<file path="config.mk">
export PLATFORM = sky130hd
export DESIGN_NAME = fkp_flash_guard
export DESIGN_NICKNAME = d
export VERILOG_FILES = /design/src/pkg/fkp_pkg.sv /design/src/verilog/fkp_flash_guard.sv
export VERILOG_INCLUDE_DIRS = /design/src /design/src/pkg
export SDC_FILE = /design/constraint.sdc
export NUM_CORES = 1
export LEC_CHECK = 0
export ABC_CLOCK_PERIOD_IN_PS = 3900
export BUFFER_PORTS_ARGS = -buffer_cell sky130_fd_sc_hd__buf_2
export CAP_MARGIN = 0
export CELL_PAD_IN_SITES_DETAIL_PLACEMENT = 1
export CELL_PAD_IN_SITES_GLOBAL_PLACEMENT = 1
export CORE_MARGIN = 8
export CORE_UTILIZATION = 35
export CTS_BUF_LIST = sky130_fd_sc_hd__clkbuf_2
export CTS_CLUSTER_DIAMETER = 30
export DETAILED_ROUTE_END_ITERATION = 6
export PLACE_DENSITY_LB_ADDON = 0.3
export SETUP_SLACK_MARGIN = 0.1
export SLEW_MARGIN = 25
export SYNTH_ARGS = -nofsm -noshare
export SYNTH_HDL_FRONTEND = slang
export SYNTH_SLANG_ARGS = --single-unit
</file>
<file path="constraint.sdc">
create_clock -name clk -period 3.9 [get_ports clk]
set_clock_uncertainty 0.05 [all_clocks]
set_input_delay 0.39 -clock clk [delete_from_list [all_inputs] [get_ports clk]]
set_output_delay 0.39 -clock clk [all_outputs]
set_load 0.01 [all_outputs]
</file>
<file path="src/pkg/fkp_defines.svh">
`ifndef FKP_DEFINES_SVH
`define FKP_DEFINES_SVH

// Register byte addresses
`define FKP_ADDR_TARGET 32'h5002_1000
`define FKP_ADDR_PGM_UNLOCK 32'h5002_1010
`define FKP_ADDR_PGM_LAUNCH 32'h5002_1014
`define FKP_ADDR_ERS_UNLOCK 32'h5002_1018
`define FKP_ADDR_ERS_COMMIT 32'h5002_101C
`define FKP_ADDR_DBG_LOCK 32'h5002_1020
`define FKP_ADDR_PROT_KEY 32'h5002_1024
`define FKP_ADDR_PROT_LO 32'h5002_1028
`define FKP_ADDR_PROT_HI 32'h5002_102C
`define FKP_ADDR_CTL_UNLOCK 32'h5002_1030
`define FKP_ADDR_CTL_OP 32'h5002_1034
`define FKP_ADDR_VIOL_STAT 32'h5002_1038
`define FKP_ADDR_BUSY_STAT 32'h5002_1040

// Key values
`define FKP_KEY_PGM_UNLOCK 32'h5555_5555
`define FKP_KEY_PGM_LAUNCH 32'h0AAA_AAAA
`define FKP_KEY_ERS_UNLOCK 32'h6666_6666
`define FKP_KEY_ERS_COMMIT 32'h9999_9999
`define FKP_KEY_DBG_LOCK 32'hF2E1_1047
`define FKP_KEY_PROT 32'h1210_0511
`define FKP_KEY_CTL_UNLOCK 32'hACDC_1972

// Field positions
`define FKP_BIT_MASS_SEL 16
`define FKP_BIT_VIOL 24
`define FKP_BIT_VIOL_IE 23
`define FKP_BIT_BUSY 8
`define FKP_KB_LSB 10

// Reset values and timing
`define FKP_RST_WORD 32'h0000_0000
`define FKP_DBG_WINDOW_CYCLES 8192

`endif

</file>
<file path="src/pkg/fkp_pkg.sv">
package fkp_pkg;
  typedef enum logic [1:0] {
    FKP_IDLE,
    FKP_PROG,
    FKP_ERASE
  } fkp_state_e;
endpackage

</file>
<file path="src/verilog/fkp_flash_guard.sv">
`include "fkp_defines.svh"
module fkp_flash_guard #(
  parameter int DBG_WINDOW_CYCLES = `FKP_DBG_WINDOW_CYCLES,
  parameter int LO_W = 32,
  parameter int HI_W = 16
) (
  input wire logic clk,
  input wire logic nrst,
  input wire logic ce,
  input wire logic psel,
  input wire logic penable,
  input wire logic pwrite,
  input wire logic [31:0] paddr,
  input wire logic [31:0] pwdata,
  input wire logic [3:0] pstrb,
  output logic [31:0] prdata,
  output logic pready,
  output logic pslverr,
  input wire logic flash_done,
  output logic flash_prog_start,
  output logic flash_erase_start,
  output logic flash_mass_erase,
  output logic [31:0] flash_addr,
  output logic debug_port_enable,
  output logic violation_irq
);

  localparam int CW = $clog2(DBG_WINDOW_CYCLES + 1);
  fkp_pkg::fkp_state_e state_ff;
  logic [31:0] prdata_ff;
  logic pready_ff;
  logic pslverr_ff;
  logic [31:0] addr_ff;
  logic [31:0] flash_addr_ff;
  logic prog_start_ff;
  logic erase_start_ff;
  logic mass_out_ff;
  logic pgm_unl_ff;
  logic ers_unl_ff;
  logic lock_ff;
  logic key_ff;
  logic [LO_W-1:0] prot_lo_ff;
  logic [HI_W-1:0] prot_hi_ff;
  logic ctl_unl_ff;
  logic mass_ff;
  logic viol_ff;
  logic ie_ff;
  logic irq_ff;
  logic dbg_en_ff;
  logic [CW-1:0] dbg_cnt_ff;
  logic access;
  logic wr;
  logic rd;
  logic [31:0] bmask;
  logic [63:0] map_all;
  logic [5:0] kb;
  logic prot_hit;
  logic prot_any;
  logic erase_prot;
  logic launch_ok;
  logic commit_ok;
  logic prog_go;
  logic erase_go;
  logic viol_evt;
  logic busy;
  logic window_done;
  logic mapped;
  logic [31:0] rdata;
  assign access = psel & penable & ~pready_ff;
  assign wr = access & pwrite;
  assign rd = access & ~pwrite;
  assign bmask = {{8{pstrb[3]}}, {8{pstrb[2]}}, {8{pstrb[1]}}, {8{pstrb[0]}}};
  assign busy = state_ff != fkp_pkg::FKP_IDLE;
  assign window_done = dbg_cnt_ff == CW'(DBG_WINDOW_CYCLES);
  assign map_all = {{(64 - LO_W - HI_W){1'b0}}, prot_hi_ff, prot_lo_ff};
  assign kb = addr_ff[`FKP_KB_LSB +: 6];
  assign prot_hit = key_ff & map_all[kb];
  assign prot_any = key_ff & (|map_all);
  assign erase_prot = mass_ff ? prot_any : prot_hit;
  assign launch_ok = wr & (paddr == `FKP_ADDR_PGM_LAUNCH) & (pwdata == `FKP_KEY_PGM_LAUNCH) & pgm_unl_ff & ~busy;
  assign commit_ok = wr & (paddr == `FKP_ADDR_ERS_COMMIT) & (pwdata == `FKP_KEY_ERS_COMMIT) & ers_unl_ff & ~busy;
  assign prog_go = launch_ok & ~prot_hit;
  assign erase_go = commit_ok & ~erase_prot;
  assign viol_evt = (launch_ok & prot_hit) | (commit_ok & erase_prot);
  // Address decode and read mux
  always_comb begin
    mapped = 1'b1;
    rdata = `FKP_RST_WORD;
    if (paddr == `FKP_ADDR_TARGET) begin
      rdata = addr_ff;
    end else if (paddr == `FKP_ADDR_PGM_UNLOCK) begin
      rdata = {31'h0000_0000, pgm_unl_ff};
    end else if (paddr == `FKP_ADDR_PGM_LAUNCH) begin
      rdata = `FKP_RST_WORD;
    end else if (paddr == `FKP_ADDR_ERS_UNLOCK) begin
      rdata = {31'h0000_0000, ers_unl_ff};
    end else if (paddr == `FKP_ADDR_ERS_COMMIT) begin
      rdata = `FKP_RST_WORD;
    end else if (paddr == `FKP_ADDR_DBG_LOCK) begin
      rdata = {31'h0000_0000, lock_ff};
    end else if (paddr == `FKP_ADDR_PROT_KEY) begin
      rdata = {31'h0000_0000, key_ff};
    end else if (paddr == `FKP_ADDR_PROT_LO) begin
      rdata = 32'(prot_lo_ff);
    end else if (paddr == `FKP_ADDR_PROT_HI) begin
      rdata = 32'(prot_hi_ff);
    end else if (paddr == `FKP_ADDR_CTL_UNLOCK) begin
      rdata = {31'h0000_0000, ctl_unl_ff};
    end else if (paddr == `FKP_ADDR_CTL_OP) begin
      rdata[`FKP_BIT_MASS_SEL] = mass_ff;
    end else if (paddr == `FKP_ADDR_VIOL_STAT) begin
      rdata[`FKP_BIT_VIOL] = viol_ff;
      rdata[`FKP_BIT_VIOL_IE] = ie_ff;
    end else if (paddr == `FKP_ADDR_BUSY_STAT) begin
      rdata[`FKP_BIT_BUSY] = busy;
    end else begin
      mapped = 1'b0;
    end
  end

  // Bus answer, one wait state
  always_ff @(posedge clk or negedge nrst) begin
    if (!nrst) begin
      pready_ff <= 1'b0;
      pslverr_ff <= 1'b0;
      prdata_ff <= `FKP_RST_WORD;
    end else if (ce) begin
      pready_ff <= access;
      pslverr_ff <= access & ~mapped;
      prdata_ff <= (rd & mapped) ? rdata : `FKP_RST_WORD;
    end
  end

  // Target address
  always_ff @(posedge clk or negedge nrst) begin
    if (!nrst) begin
      addr_ff <= `FKP_RST_WORD;
    end else if (ce && wr && paddr == `FKP_ADDR_TARGET && !busy) begin
      addr_ff <= (addr_ff & ~bmask) | (pwdata & bmask);
    end
  end

  // Program and erase unlock keys
  always_ff @(posedge clk or negedge nrst) begin
    if (!nrst) begin
      pgm_unl_ff <= 1'b0;
      ers_unl_ff <= 1'b0;
    end else if (ce) begin
      if (wr && paddr == `FKP_ADDR_PGM_UNLOCK) begin
        pgm_unl_ff <= pwdata == `FKP_KEY_PGM_UNLOCK;
      end else if (prog_go) begin
        pgm_unl_ff <= 1'b0;
      end
      // Set by key, cleared by start or other value
      if (wr && paddr == `FKP_ADDR_ERS_UNLOCK) begin
        ers_unl_ff <= pwdata == `FKP_KEY_ERS_UNLOCK;
      end else if (erase_go) begin
        ers_unl_ff <= 1'b0;
      end
    end
  end

  // Operation sequencer
  always_ff @(posedge clk or negedge nrst) begin
    if (!nrst) begin
      state_ff <= fkp_pkg::FKP_IDLE;
    end else if (ce) begin
      case (state_ff)
        fkp_pkg::FKP_IDLE: begin
          if (prog_go) begin
            state_ff <= fkp_pkg::FKP_PROG;
          end else if (erase_go) begin
            state_ff <= fkp_pkg::FKP_ERASE;
          end
        end
        fkp_pkg::FKP_PROG, fkp_pkg::FKP_ERASE: begin
          if (flash_done) begin
            state_ff <= fkp_pkg::FKP_IDLE;
          end
        end
        default: begin
          state_ff <= fkp_pkg::FKP_IDLE;
        end
      endcase
    end
  end

  // Start pulses to the array
  always_ff @(posedge clk or negedge nrst) begin
    if (!nrst) begin
      prog_start_ff <= 1'b0;
      erase_start_ff <= 1'b0;
      mass_out_ff <= 1'b0;
      flash_addr_ff <= `FKP_RST_WORD;
    end else if (ce) begin
      prog_start_ff <= prog_go;
      erase_start_ff <= erase_go;
      if (prog_go || erase_go) begin
        mass_out_ff <= erase_go & mass_ff;
        flash_addr_ff <= addr_ff;
      end
    end
  end

  // Debug lockout and reset window
  always_ff @(posedge clk or negedge nrst) begin
    if (!nrst) begin
      lock_ff <= 1'b0;
      dbg_cnt_ff <= '0;
      dbg_en_ff <= 1'b0;
    end else if (ce) begin
      if (wr && paddr == `FKP_ADDR_DBG_LOCK) begin
        lock_ff <= pwdata == `FKP_KEY_DBG_LOCK;
      end
      if (!window_done) begin
        dbg_cnt_ff <= dbg_cnt_ff + CW'(1);
      end
      dbg_en_ff <= window_done & ~lock_ff;
    end
  end

  // Write protection key and bitmaps
  always_ff @(posedge clk or negedge nrst) begin
    if (!nrst) begin
      key_ff <= 1'b0;
      prot_lo_ff <= '0;
      prot_hi_ff <= '0;
    end else if (ce) begin
      if (wr && paddr == `FKP_ADDR_PROT_KEY && pwdata == `FKP_KEY_PROT) begin
        key_ff <= 1'b1;
      end
      if (wr && !key_ff && paddr == `FKP_ADDR_PROT_LO) begin
        prot_lo_ff <= (prot_lo_ff & bmask[LO_W-1:0]) ^ prot_lo_ff ^ (pwdata[LO_W-1:0] & bmask[LO_W-1:0]);
      end
      if (wr && !key_ff && paddr == `FKP_ADDR_PROT_HI) begin
        prot_hi_ff <= (prot_hi_ff & ~bmask[HI_W-1:0]) | (pwdata[HI_W-1:0] & bmask[HI_W-1:0]);
      end
    end
  end

  // Control operation unlock and mass erase select
  always_ff @(posedge clk or negedge nrst) begin
    if (!nrst) begin
      ctl_unl_ff <= 1'b0;
      mass_ff <= 1'b0;
    end else if (ce) begin
      if (wr && paddr == `FKP_ADDR_CTL_UNLOCK) begin
        ctl_unl_ff <= pwdata == `FKP_KEY_CTL_UNLOCK;
      end else if (wr && paddr == `FKP_ADDR_CTL_OP && pstrb[2]) begin
        ctl_unl_ff <= 1'b0;
      end
      if (wr && paddr == `FKP_ADDR_CTL_OP && pstrb[2] && ctl_unl_ff) begin
        mass_ff <= pwdata[`FKP_BIT_MASS_SEL];
      end
    end
  end

  // Violation flag and interrupt
  always_ff @(posedge clk or negedge nrst) begin
    if (!nrst) begin
      viol_ff <= 1'b0;
      ie_ff <= 1'b0;
      irq_ff <= 1'b0;
    end else if (ce) begin
      if (viol_evt) begin
        viol_ff <= 1'b1;
      end else if (wr && paddr == `FKP_ADDR_VIOL_STAT && pstrb[3] && pwdata[`FKP_BIT_VIOL]) begin
        viol_ff <= 1'b0;
      end
      if (wr && paddr == `FKP_ADDR_VIOL_STAT && pstrb[2]) begin
        ie_ff <= pwdata[`FKP_BIT_VIOL_IE];
      end
      irq_ff <= viol_ff & ie_ff;
    end
  end

  assign prdata = prdata_ff;
  assign pready = pready_ff;
  assign pslverr = pslverr_ff;
  assign flash_prog_start = prog_start_ff;
  assign flash_erase_start = erase_start_ff;
  assign flash_mass_erase = mass_out_ff;
  assign flash_addr = flash_addr_ff;
  assign debug_port_enable = dbg_en_ff;
  assign violation_irq = irq_ff;
endmodule // fkp_flash_guard

</file>
==> metrics.cfg <==
[min_path]
min_path_cells = 3
hp-class = in -> reg

[die]
row_count = 56
pin_count = 146
die_y_um = 171
dieArea_mm2 = 0.0292
start_util_pct = 35.7
die_x_um = 171
core-area_mm2 = 0.0235

[critical_path]
crit_chain = buf_4, mux4_2, nor4b_1, a311oi_1, and3_1, o311a_1, o32ai_4, buf_4, mux2_2
reg2reg_depth = 9
r2r_slack_ns = 0.38
slowest_delay_ns = 0.61
cpMaxStageDelayCell = dfrtp_1
crit_type = reg -> reg
crit_path_start_kind = flop
cp.required_ns = 4.48
crit_fanout = 19
endpoint_kind = flop
path_common_cell = buf_4
critPathArrivalTime_ns = 4.09

[placement]
hpwl_um = 21000
io_buffers = 145
globalplace.congestion = 0.879
place_area_mm2 = 0.00949

[logic_synthesis]
synth_ff_type = dfrtp_1
synth_area_leaders = dfrtp_1, mux2_2, o2bb2ai_1, mux4_2, a222oi_1
synth_cells = 683
synth_cell_type_count = 58
synth_area_mm2 = 0.00839
syn_nets = 761
synth-edff-count = 0
syn_avg_cell_area_um2 = 12.3
synth_top_area_share_pct = 52.2
synth_async_sr_flop_share_pct = 100
yosysTopAreaCell = dfrtp_1
ys_seq_elements = 175
yosysSeqAreaShare_pct = 52.2
synth_warnings = 0

[timing]
period_needed_ns = 3.52
maxSlewHeadroom_pct = 44.1
hold_viol = 0
hold_ws_ns = 0.111
rsz0062_at_grt = no
fmax_mhz = 284
fin_crit_sh_pct = 90.1
tns_ns = 0
worstMarginPinSlew_ns = 0.838
setup_viol = 0
slew_violations = 0

[grt]
grt_pass1_wl_um = 43200
grt_overflow = 0
grt_use_total_pct = 19.3
antenna_found_initial = 1
grt_max_degree = 101
grt_pass1_vias = 7116

[flow_run]
maxCapViolCount = 0

[cts]
clkTransAtPathRegs_ns = 0.26
root_buffer = clkbuf_2
cts_buffer_depth = 2
cts_tree = built
clock-sinks = 175
clkLatencyLatePin_ns = 0.72
numCtsBuffers = 17
htreeDepth = 4

[final_layout]
area_delta_synth_final_pct = 21.5
fin_area_mm2 = 0.0102
drive_gt1_share_pct = 36.6
layout.nets = 947

[detailed_routing]
first_pass_iters = 5
wirelength_um = 27900
drt_iter0_drc = 510
postRouteAntennaNets = 0
via_per_inst = 5.61
route.detailed.drc = 0
wl_per_cell_um = 23.2
vias = 6740

[run_status]
status = complete, no violations

[power]
powerDensity_mw_per_mm2 = 332
power.total_mw = 3.39
p_leak_nw = 4.87
ir_drop_mv = 0.211

==> where the power goes <==
part,leakage [nW],internal (mW),switching (mW)
combinational,2.26,0.135,0.199
clock,0.180,0.495,0.652
sequential,2.43,1.86,0.0465
==> cells by family (layout without fill, tap and decap cells) <==
kind of cell    Yosys count  in the layout  synth area share (%)
fa+ha+maj                 3              3                 0.447
simple gates            198            198                  13.3
mux                     137            137                  19.4
compound gates          109            109                  10.7
buf+inv                  48            247                  2.56
other cells               0              1                     0
flops                   175            175                  52.2
xor+xnor                 13             13                  1.36
==> layout make-up <==
class	instances	area (µm²)
timing repair buffer	202	1260
tap	319	399
fill	2603	13300
inverter	13	48.8
clock buffer	19	95.1
clock inverter	13	210
multi-input combinational	460	3800
sequential	175	4380
antenna	1	2.50
==> Yosys cell counts, types with 4 or more instances <==
| master | count |
|---|---|
| a21oi_1 | 5 |
| buf_6 | 4 |
| nand3_1 | 19 |
| nor2b_1 | 9 |
| mux2i_1 | 10 |
| nor2_1 | 31 |
| and3_1 | 19 |
| xnor2_1 | 9 |
| nor3_1 | 11 |
| xor2_1 | 4 |
| inv_1 | 13 |
| a222oi_1 | 17 |
| dfrtp_1 | 175 |
| nor4bb_1 | 4 |
| clkbuf_1 | 27 |
| mux4_2 | 9 |
| mux2_2 | 117 |
| nor4_1 | 25 |
| nand4_1 | 22 |
| a22oi_1 | 15 |
| o2bb2ai_1 | 34 |
| o21ai_0 | 9 |
| nand2_1 | 30 |
| nor4b_1 | 10 |
==> critical path, delay by kind of cell (launching register included) <==
family | cells | cell delay (ns)
multiplexers | 2 | 0.92
buffers and inverters | 2 | 0.68
AO/OA/AOI/OAI | 3 | 0.66
flip-flops | 1 | 0.61
AND/OR/NAND/NOR | 2 | 0.51
==> cells in the final DEF (no fill, tap or decap), drive strengths merged, types with 3 or more instances in the layout <==
| cell | Yosys | final |
|---|---|---|
| nor4bb | 4 | 4 |
| mux4 | 9 | 9 |
| a22oi | 15 | 15 |
| nand4 | 22 | 22 |
| buf | 8 | 161 |
| mux2 | 118 | 118 |
| xnor2 | 9 | 9 |
| nor2 | 31 | 31 |
| o21a | 3 | 3 |
| nand3 | 19 | 19 |
| nand4b | 3 | 3 |
| a222oi | 17 | 17 |
| and3 | 19 | 19 |
| o211ai | 3 | 3 |
| bufinv | 0 | 5 |
| mux2i | 10 | 10 |
| clkinv | 0 | 5 |
| o2bb2ai | 34 | 34 |
| nand2 | 30 | 30 |
| a21oi | 5 | 5 |
| nor3b | 3 | 3 |
| inv | 13 | 15 |
| dlygate4sd3 | 0 | 40 |
| o21ai | 9 | 9 |
| nor4 | 25 | 25 |
| ha | 3 | 3 |
| nor2b | 9 | 9 |
| nor3 | 11 | 11 |
| a31oi | 3 | 3 |
| dfrtp | 175 | 175 |
| clkbuf | 27 | 20 |
| nor4b | 10 | 10 |
| xor2 | 4 | 4 |
==> repair_timing <==
item | CTS | global route
gates resized for setup | 0 | 0
setup endpoints to repair | 0 | 0
setup buffers | 0 | 0
hold buffers | 40 | 0
endpoints found under the hold margin | 186 | 0
==> routing by layer <==
layer	routed length, µm	track usage (%)
met4	490	5.10
met1	12500	25.8
met2	13200	31.3
met3	1640	4.33
met5	0	0
==> stage by stage <==
step | utilization [%] | instances | setup WS [ns]
2_1_floorplan | - | 683 | 0.878
3_3_place_gp | 40.3 | 1129 | 0.527
3_5_place_dp | 40.3 | 1129 | 0.396
4_1_cts | 43.3 | 1201 | 0.353
5_1_grt | 43.3 | 1202 | 0.182
6_report | 43.3 | 1202 | 0.384
==> path summary, 6_finish.rpt <==
path	start	endpoint
min in group asynchronous	nrst	dbg_cnt_ff[7]
min reg2reg	dbg_cnt_ff[13]	dbg_cnt_ff[13]
min	paddr[4]	key_ff
max in group asynchronous	nrst	async pin
max reg2reg	flop	flash_addr[5]
max	flop	flash_addr[5]
(Power assumes the default switching activity.)
